[src/rcc_pkg.sv]
// Register map constants for the rate converter control bank.
// Assumes a 16-bit register port with word addresses.
package rcc_pkg;

   // ----------------------------------------------------------------------
   // Register offsets
   // ----------------------------------------------------------------------
   localparam logic [15:0] CONV2_LOW_RATE_CTRL       = 16'h0ef4;
   localparam logic [15:0] CONV2_CHANNEL_ENABLE_CTRL = 16'h0ef5;
   localparam logic [15:0] CONV3_HIGH_RATE_CTRL      = 16'h0ef6;
   localparam logic [15:0] CONV3_LOW_RATE_CTRL       = 16'h0ef7;
   localparam logic [15:0] CONV3_CHANNEL_ENABLE_CTRL = 16'h0ef8;

   // ----------------------------------------------------------------------
   // Field layout
   // ----------------------------------------------------------------------
   localparam int RATE_SEL_MSB   = 14;
   localparam int RATE_SEL_LSB   = 11;
   localparam int INTERP_EN_MSB  = 15;
   localparam int INTERP_EN_LSB  = 12;
   localparam int DECIM_EN_MSB   = 9;
   localparam int DECIM_EN_LSB   = 6;
   localparam int NOTCH_EN_BIT   = 0;

   // Writable bits of each register kind
   localparam logic [15:0] RATE_REG_MASK = 16'h7800;
   localparam logic [15:0] ENA_REG_MASK  = 16'hf3c1;

   // ----------------------------------------------------------------------
   // Rate selector codes and reset values
   // ----------------------------------------------------------------------
   localparam logic [3:0] RATE_SYNC_1  = 4'h0;
   localparam logic [3:0] RATE_SYNC_2  = 4'h1;
   localparam logic [3:0] RATE_SYNC_3  = 4'h2;
   localparam logic [3:0] RATE_ASYNC_1 = 4'h8;
   localparam logic [3:0] RATE_ASYNC_2 = 4'h9;
   localparam logic [15:0] REG_RESET   = 16'h0000;

   typedef enum logic [4:0] {
      RCC_SYNC_1  = 5'h01,
      RCC_SYNC_2  = 5'h02,
      RCC_SYNC_3  = 5'h04,
      RCC_ASYNC_1 = 5'h08,
      RCC_ASYNC_2 = 5'h10
   } rcc_rate_t;

endpackage

[src/rcc_reg_if.sv]
// Interface between the register bank and one control register.
// Assumes write strobe and data come from the host control port.
`timescale 1ns/10ps
interface rcc_reg_if;
   logic        wr;
   logic [15:0] wdata;
   logic [15:0] value;
   modport bank (output wr, output wdata, input value);
   modport field (input wr, input wdata, output value);
endinterface

[src/rcc_field_reg.sv]
// One 16-bit control register with a mask of implemented bits.
// Assumes a synchronous active-high reset.
`timescale 1ns/10ps
module rcc_field_reg
   import rcc_pkg::*;
#(
   parameter logic [15:0] MASK = 16'hffff
) (
   input wire logic clk,
   input wire logic rst,
   rcc_reg_if.field port
);
   always_ff @(posedge clk) begin
      if (rst) begin
         port.value <= REG_RESET;
      end else if (port.wr) begin
         port.value <= port.wdata & MASK;
      end
   end
endmodule // rcc_field_reg

[src/rcc_regs.sv]
// Control registers of the second and third sample rate converters.
// Assumes a synchronous word-addressed 16-bit host register port.
// Summary of operation
// High-rate selector codes 0000-0010 synchronous, 1000-1001 asynchronous.
// Low-rate selector uses the same five codes.
// Rate selectors sit at bits 14:11, four bits, reset 0000.
// Software writes only the five defined rate codes.
// Software keeps chosen rates within 8kHz to 192kHz.
// Software keeps high and low rates in one clock domain.
// Software clears decimation sources before changing the high rate.
// Software clears interpolation sources before changing the low rate.
// Bits 15:12 enable interpolation channels one to four.
// Bits 9:6 enable decimation channels one to four.
// Channel enables reset to 0; writing 1 enables the path.
// Bit 0 enables the notch filter, reset disabled.
// Unimplemented bits read zero and ignore writes.
`timescale 1ns/10ps
module rcc_regs
   import rcc_pkg::*;
(
   input  wire logic        clk,
   input  wire logic        rst,
   input  wire logic        reg_wr,
   input  wire logic        reg_rd,
   input  wire logic [15:0] reg_addr,
   input  wire logic [15:0] reg_wdata,
   output logic      [15:0] reg_rdata,
   output logic             reg_hit,
   output logic      [3:0]  conv2_low_rate_sel,
   output logic      [3:0]  conv3_high_rate_sel,
   output logic      [3:0]  conv3_low_rate_sel,
   output logic      [4:0]  conv2_low_rate_code,
   output logic      [4:0]  conv3_high_rate_code,
   output logic      [4:0]  conv3_low_rate_code,
   output logic      [3:0]  conv2_interp_en,
   output logic      [3:0]  conv2_decim_en,
   output logic             conv2_notch_filter_en,
   output logic      [3:0]  conv3_interp_en,
   output logic      [3:0]  conv3_decim_en,
   output logic             conv3_notch_filter_en
);

   // ----------------------------------------------------------------------
   // Address decode
   // ----------------------------------------------------------------------
   localparam logic [15:0] OFFS [5] = '{CONV2_LOW_RATE_CTRL,
      CONV2_CHANNEL_ENABLE_CTRL, CONV3_HIGH_RATE_CTRL,
      CONV3_LOW_RATE_CTRL, CONV3_CHANNEL_ENABLE_CTRL};
   localparam logic [15:0] MASKS [5] = '{RATE_REG_MASK, ENA_REG_MASK,
      RATE_REG_MASK, RATE_REG_MASK, ENA_REG_MASK};

   rcc_reg_if regs [5] ();
   wire logic [15:0] value [5];
   wire logic [4:0]  sel_hit;

   genvar g;
   generate
      for (g = 0; g < 5; g++) begin : g_reg
         assign sel_hit[g]      = (reg_addr == OFFS[g]);
         assign regs[g].wr      = reg_wr && sel_hit[g];
         assign regs[g].wdata   = reg_wdata;
         assign value[g]        = regs[g].value;
         rcc_field_reg #(.MASK(MASKS[g])) u_reg (
            .clk  (clk),
            .rst  (rst),
            .port (regs[g])
         );
      end
   endgenerate

   // Unmapped addresses read as zero
   wire logic [15:0] next_rdata = sel_hit[0] ? value[0] :
                                  sel_hit[1] ? value[1] :
                                  sel_hit[2] ? value[2] :
                                  sel_hit[3] ? value[3] :
                                  sel_hit[4] ? value[4] : 16'h0000;

   // ----------------------------------------------------------------------
   // Rate code decode to one-hot, zero for reserved codes
   // ----------------------------------------------------------------------
   function automatic logic [4:0] decode_rate(input logic [3:0] c);
      logic [4:0] r;
      r = 5'h00;
      unique case (c)
         RATE_SYNC_1:  r = RCC_SYNC_1;
         RATE_SYNC_2:  r = RCC_SYNC_2;
         RATE_SYNC_3:  r = RCC_SYNC_3;
         RATE_ASYNC_1: r = RCC_ASYNC_1;
         RATE_ASYNC_2: r = RCC_ASYNC_2;
         default:      r = 5'h00;        // Reserved codes select nothing
      endcase
      return r;
   endfunction

   wire logic [3:0] c2l = value[0][RATE_SEL_MSB:RATE_SEL_LSB];
   wire logic [3:0] c3h = value[2][RATE_SEL_MSB:RATE_SEL_LSB];
   wire logic [3:0] c3l = value[3][RATE_SEL_MSB:RATE_SEL_LSB];

   // ----------------------------------------------------------------------
   // Output registers
   // ----------------------------------------------------------------------
   always_ff @(posedge clk) begin
      if (rst) begin
         reg_rdata             <= 16'h0000;
         reg_hit               <= 1'b0;
         conv2_low_rate_sel    <= 4'h0;
         conv3_high_rate_sel   <= 4'h0;
         conv3_low_rate_sel    <= 4'h0;
         conv2_low_rate_code   <= RCC_SYNC_1;
         conv3_high_rate_code  <= RCC_SYNC_1;
         conv3_low_rate_code   <= RCC_SYNC_1;
         conv2_interp_en       <= 4'h0;
         conv2_decim_en        <= 4'h0;
         conv2_notch_filter_en <= 1'b0;
         conv3_interp_en       <= 4'h0;
         conv3_decim_en        <= 4'h0;
         conv3_notch_filter_en <= 1'b0;
      end else begin
         reg_rdata             <= reg_rd ? next_rdata : 16'h0000;
         reg_hit               <= (reg_rd || reg_wr) && (|sel_hit);
         conv2_low_rate_sel    <= c2l;
         conv3_high_rate_sel   <= c3h;
         conv3_low_rate_sel    <= c3l;
         conv2_low_rate_code   <= decode_rate(c2l);
         conv3_high_rate_code  <= decode_rate(c3h);
         conv3_low_rate_code   <= decode_rate(c3l);
         conv2_interp_en <= value[1][INTERP_EN_MSB:INTERP_EN_LSB];
         conv2_decim_en  <= value[1][DECIM_EN_MSB:DECIM_EN_LSB];
         conv2_notch_filter_en <= value[1][NOTCH_EN_BIT];
         conv3_interp_en <= value[4][INTERP_EN_MSB:INTERP_EN_LSB];
         conv3_decim_en  <= value[4][DECIM_EN_MSB:DECIM_EN_LSB];
         conv3_notch_filter_en <= value[4][NOTCH_EN_BIT];
      end
   end

endmodule // rcc_regs

[config.mk]
export PLATFORM = sky130hd
export DESIGN_NAME = rcc_regs
export DESIGN_NICKNAME = d
export VERILOG_FILES = /design/src/rcc_pkg.sv /design/src/rcc_reg_if.sv /design/src/rcc_field_reg.sv /design/src/rcc_regs.sv
export SDC_FILE = /design/constraint.sdc
export NUM_CORES = 1
export LEC_CHECK = 0
export BUFFER_PORTS_ARGS = -buffer_cell sky130_fd_sc_hd__buf_4
export CAP_MARGIN = 20
export CORE_AREA = 8 8 91 101
export DETAILED_ROUTE_END_ITERATION = 6
export DIE_AREA = 0 0 99 109
export HOLD_SLACK_MARGIN = 0.05
export PLACE_DENSITY = 0.77
export SLEW_MARGIN = 20
export SYNTH_ARGS = -nofsm -noshare
export SYNTH_HDL_FRONTEND = slang
export SYNTH_HIERARCHICAL = 1
export SYNTH_SLANG_ARGS = --single-unit
[constraint.sdc]
create_clock -name clk -period 3.9 [get_ports clk]
set_input_delay 0.78 -clock clk [delete_from_list [all_inputs] [get_ports clk]]
set_output_delay 0.78 -clock clk [all_outputs]
set_load 0.1 [all_outputs]
After elaboration in Yosys (flattened, before gate mapping). Cells that the tools add are included.

Register bits after elaboration: 92. Word-level logic and storage cells: 61.

Equal/unequal tests: 17. Mux-type cells: 8. Bitwise logic cells: 1. Reductions and logical operators: 14.

Operators with widths (count): $eq 16x12->1 const B (5); $pmux 5 s5 (3); $mux 16 (4); $eq 4x4->1 const B (6); $mux 15 (1); $eq 4x1->1 const B (3); $eq 4x2->1 const B (3); $logic_not 4->1 (3); $logic_and 1x1->1 (6); $reduce_or 6->1 (1); $reduce_or 5->1 (1); $reduce_or 3->1 (1); $reduce_or 2->1 (1); $logic_or 1x1->1 (1); $not 1->1 (1).

Depth between registers and ports, before layout.
Word-level depth: 6. Gate-level depth with buffers: 9. Depth with buffers taken out: 6.

Hierarchy. Netlist, hierarchy kept.

Modules (own cells, without submodules): rcc_regs (instances 1, cells each 236, area each 2426.1 sq um, seq. area each 1241.2 sq um); rcc_field_reg (g_reg[1].u_reg ...) (instances 2, cells each 37, area each 375.4 sq um, seq. area each 180.2 sq um); rcc_field_reg (g_reg[0].u_reg ...) (instances 3, cells each 26, area each 234.0 sq um, seq. area each 80.1 sq um).

Worst setup path after synthesis. OpenSTA, ideal clock, no wires.

Kind: in2reg. Start: input reg_addr[13]. End: register g_reg[2].u_reg.port.value[11]. Setup time: 0.114 ns. Arrival: 2.604 ns. Required time: 3.786 ns. Path slack: 1.181 ns. Stages on the path: 8. Buffers on the path: 3. Cells stage by stage: or4_4 -> or4_1 -> buf_6 -> buf_8 -> nor2_1 -> clkbuf_2 -> mux2i_1 -> nor2_1.

Word-level cells in the longest chain between the ends: 2.

RTL lines: from (decl) (RTL line rcc_regs.sv:25) `input wire logic [15:0] reg_addr,`; $eq 16x12->1 (RTL line rcc_regs.sv:59) `assign sel_hit[g] = (reg_addr == OFFS[g]);`; $logic_and 1x1->1 (RTL line rcc_regs.sv:60) `assign regs[g].wr = reg_wr && sel_hit[g];`; via regs[2].wr (RTL line rcc_reg_if.sv:5) `logic wr;`; to (signal assigned) (RTL line rcc_field_reg.sv:17) `port.value <= port.wdata & MASK;`; to (decl) (RTL line rcc_reg_if.sv:9) `modport field (input wr, input wdata, output value);`.

The timed path passes the listed nets, and every way through them passes these cells. A chain may end at the register's enable or synchronous reset.

Worst setup path after layout.
Start: input reg_addr[0]. End: register g_reg[2].u_reg.port.value[12].

The elaborated chain is that of the path after synthesis.

==> metrics <==
worst r2r src=g_reg[3].u_reg/port.value[14]; Reg2Reg Depth=3; reg2reg end=reg_rdata[14]; Die W=roughly 100 um; met2 Use GR=0.286; drt total wl=roughly 8300 um; Root Buffer=clkbuf_8; Slew Limit Fails=0; Min Clock Period, post-route=2.69 ns; CP bufs+invs=2; crit-path leading delay family=simple AND/OR/NAND/NOR gates; Distinct cells, synth=37; vias in the first global route=around 2,900; Layout area overhead=18.3%; Final period util=0.690; sw power=0.000358 W; initial antenna violation count=0; Crit Path Max Fanout=37; Pint=between 0.001 and 0.0015 W; Worst-Skew Late Latency=roughly 0.35 ns; Syn Std Cell Area=~3900 um2; R2R Setup Slk=approximately 2.7 ns; hold path endpoint=conv3_notch_filter_en; GR Layer Usage met3=0.0453; Seq cells post-synth=between 90 and 100; I/O Buffers=91; vias=approximately 2,800; Critical-path top delay cell=or4bb_1; Core ar.=between 7000 and 8000 um2; Finish-stage setup viols=0; hold path startpoint=g_reg[4].u_reg/port.value[0]; hold_buf cts=0; first-pass GRT wire length=approximately 14,000 um; first drt pass iteration count=4; switching part of the total=0.217; DRT iter0 DRCs=92; most common cell after layout, fill and taps aside=buf_4; grt total ovfl=0; layout cells sized above 1=0.257; TritonCTS clock tree=built; Reg clk slew, reported paths=roughly 0.090 ns; setup bufs post-CTS=0; EDFF count, synth=0; Pleak=1.96 nW; clock skew=about 0.008 ns; cell depth of the worst hold path=1; gr busiest metal=met2; crit-path cells=buf_4 -> or4bb_1 -> or4_1 -> buf_4 -> nor2_1 -> mux2i_1 -> nor2_1; Worst Path Required=around 4.1 ns; syn_area_per_cell=approximately 10 um2; wire length per cell=between 10 and 15 um; Synth Instances=slightly below 400; Power per Cell Area=approximately 360 nW/um2; CP Class=in -> reg; Slew Limit Headroom=0.535; Die ar.=between 10,000 and 15,000 um2; max incr delay on CP=roughly 0.52 ns; WP data arrival=2.90 ns; clock power share=0.380; largest net degree at the start of global routing=66; Hold WC Path Type=reg -> reg; commonest cells after routing, fill and taps aside=96 x buf_4, 92 x dfxtp_1, 50 x conb_1; Placed Area=around 4400 um2; die height=109 um; Total GRT Usage=0.160; RSZ-0062 raised after global routing=no; ANT nets after route=0; row count=34; DRC=0; WP depth=7; IO Count=just under 100; post-DP HPWL=between 5000 and 6000 um; Final Hold Fails=0; Final TNS setup=0 ns; status=finished, final reports clean; Starting Density=0.509; Max Cap Viol=0; post_cts resized=0; Slew @ Worst Pin=about 0.7 ns; achievable frequency=about 0.37 GHz; CTS sink count=92; Synth Flop Type=dfxtp_1; number of CTS-inserted buffers=9; antenna cells=0; crit start category=input port; register share of total power=0.569; sequential area share after synthesis=0.475; worst vdd ir=between 0.00015 and 0.0002 V; buffer depth of the longest clock path=2; Yosys warnings=6; via/cell ratio=between 4 and 5; final net count=~500; GPL Wtd Cong=roughly 0.78; post-synthesis async set-or-reset flop share=0; GRT met1 Usage=0.169; post-route cell area=approximately 4600 um2; H-tree depth=3; CP endpoint kind=register; Logic pwr share=0.052
-- flip-flops by register name, indices dropped and copies added (netlist names) --
signal,flops
conv2_notch_filter_en,1
conv3_high_rate_code,5
conv3_notch_filter_en,1
conv3_high_rate_sel,4
reg_rdata,16
conv3_low_rate_sel,4
conv2_low_rate_code,5
reg_hit,1
g.u_reg/port.value,30
conv3_decim_en,4
conv2_low_rate_sel,4
conv3_interp_en,4
conv3_low_rate_code,5
conv2_decim_en,4
conv2_interp_en,4
-- stage by stage --
stage,setup WS (ns),util,power [W],cells,hold slack (ns)
after CTS,1.21,0.603,0.00167,564,0.486
after global placement,0.878,0.577,0.00104,548,0.475
after floorplan,1.18,-,0.00104,433,0.459
after global routing,1.03,0.603,0.00171,564,0.503
final,1.21,0.603,0.00165,564,0.485
after detailed placement,0.837,0.577,0.00104,548,0.475
-- worst max-delay path by stage --
stage	endpoint	slack [ns]	startpoint
after floorplan	g_reg[2].u_reg/port.value[11]	1.18	reg_addr[13]
after global placement	g_reg[2].u_reg/port.value[11]	0.88	reg_addr[0]
after detailed placement	g_reg[2].u_reg/port.value[12]	0.84	reg_addr[0]
after CTS	g_reg[2].u_reg/port.value[12]	1.21	reg_addr[0]
after global routing	g_reg[2].u_reg/port.value[11]	1.03	reg_addr[0]
final	g_reg[2].u_reg/port.value[12]	1.21	reg_addr[0]
-- routing by layer --
layer / part of all wire / up-vias
li1: - / 1383
met1: 0.40 / 1322
met2: 0.52 / 66
met3: 0.059 / 12
met4: 0.016 / 0
met5: 0 / -
-- synth_stat cells (2+ instances only) --
master	n	area, um2
conb_1	5	18.8
nor3_1	3	15.0
and2_1	2	12.5
o41ai_1	3	26.3
mux2i_1	46	460
nor2_2	8	50.1
buf_6	3	33.8
and3_1	2	12.5
clkbuf_1	7	26.3
nor2_1	45	169
buf_4	50	375
inv_1	5	18.8
buf_1	3	11.3
nor4_1	5	31.3
nand2b_1	18	113
nor2b_1	29	181
nor4b_1	3	26.3
nand2_1	6	22.5
a22oi_1	16	120
clkbuf_2	3	15.0
buf_2	4	20.0
dfxtp_1	92	1840
o32ai_1	16	140
-- area by class of cell --
cell class	count	area, um2
Timing Repair Buffer	96	721
Inverter	5	18.8
Fill cell	668	3030
Multi-Input combinational cell	265	1700
Clock inverter	3	46.3
Sequential cell	92	1840
Tap cell	90	113
Clock buffer	13	149
-- kinds of logic after synthesis --
logic type             synth area share
flip-flops                        0.475
other                           0.00484
buffers and inverters             0.133
multiplexers                      0.119
AO/OA/AOI/OAI                    0.0752
AND/OR/NAND/NOR                   0.194
-- power groups by stage --
stage | combinational, W | clock (W) | sequential (W)
floorplan | 0.0000819 | 0 | 0.000961
global placement | 0.0000819 | 0 | 0.000960
detailed placement | 0.0000842 | 0 | 0.000960
CTS | 0.0000842 | 0.000643 | 0.000938
global route | 0.0000948 | 0.000680 | 0.000938
finish | 0.0000856 | 0.000626 | 0.000938
(Power assumes the default switching activity.)
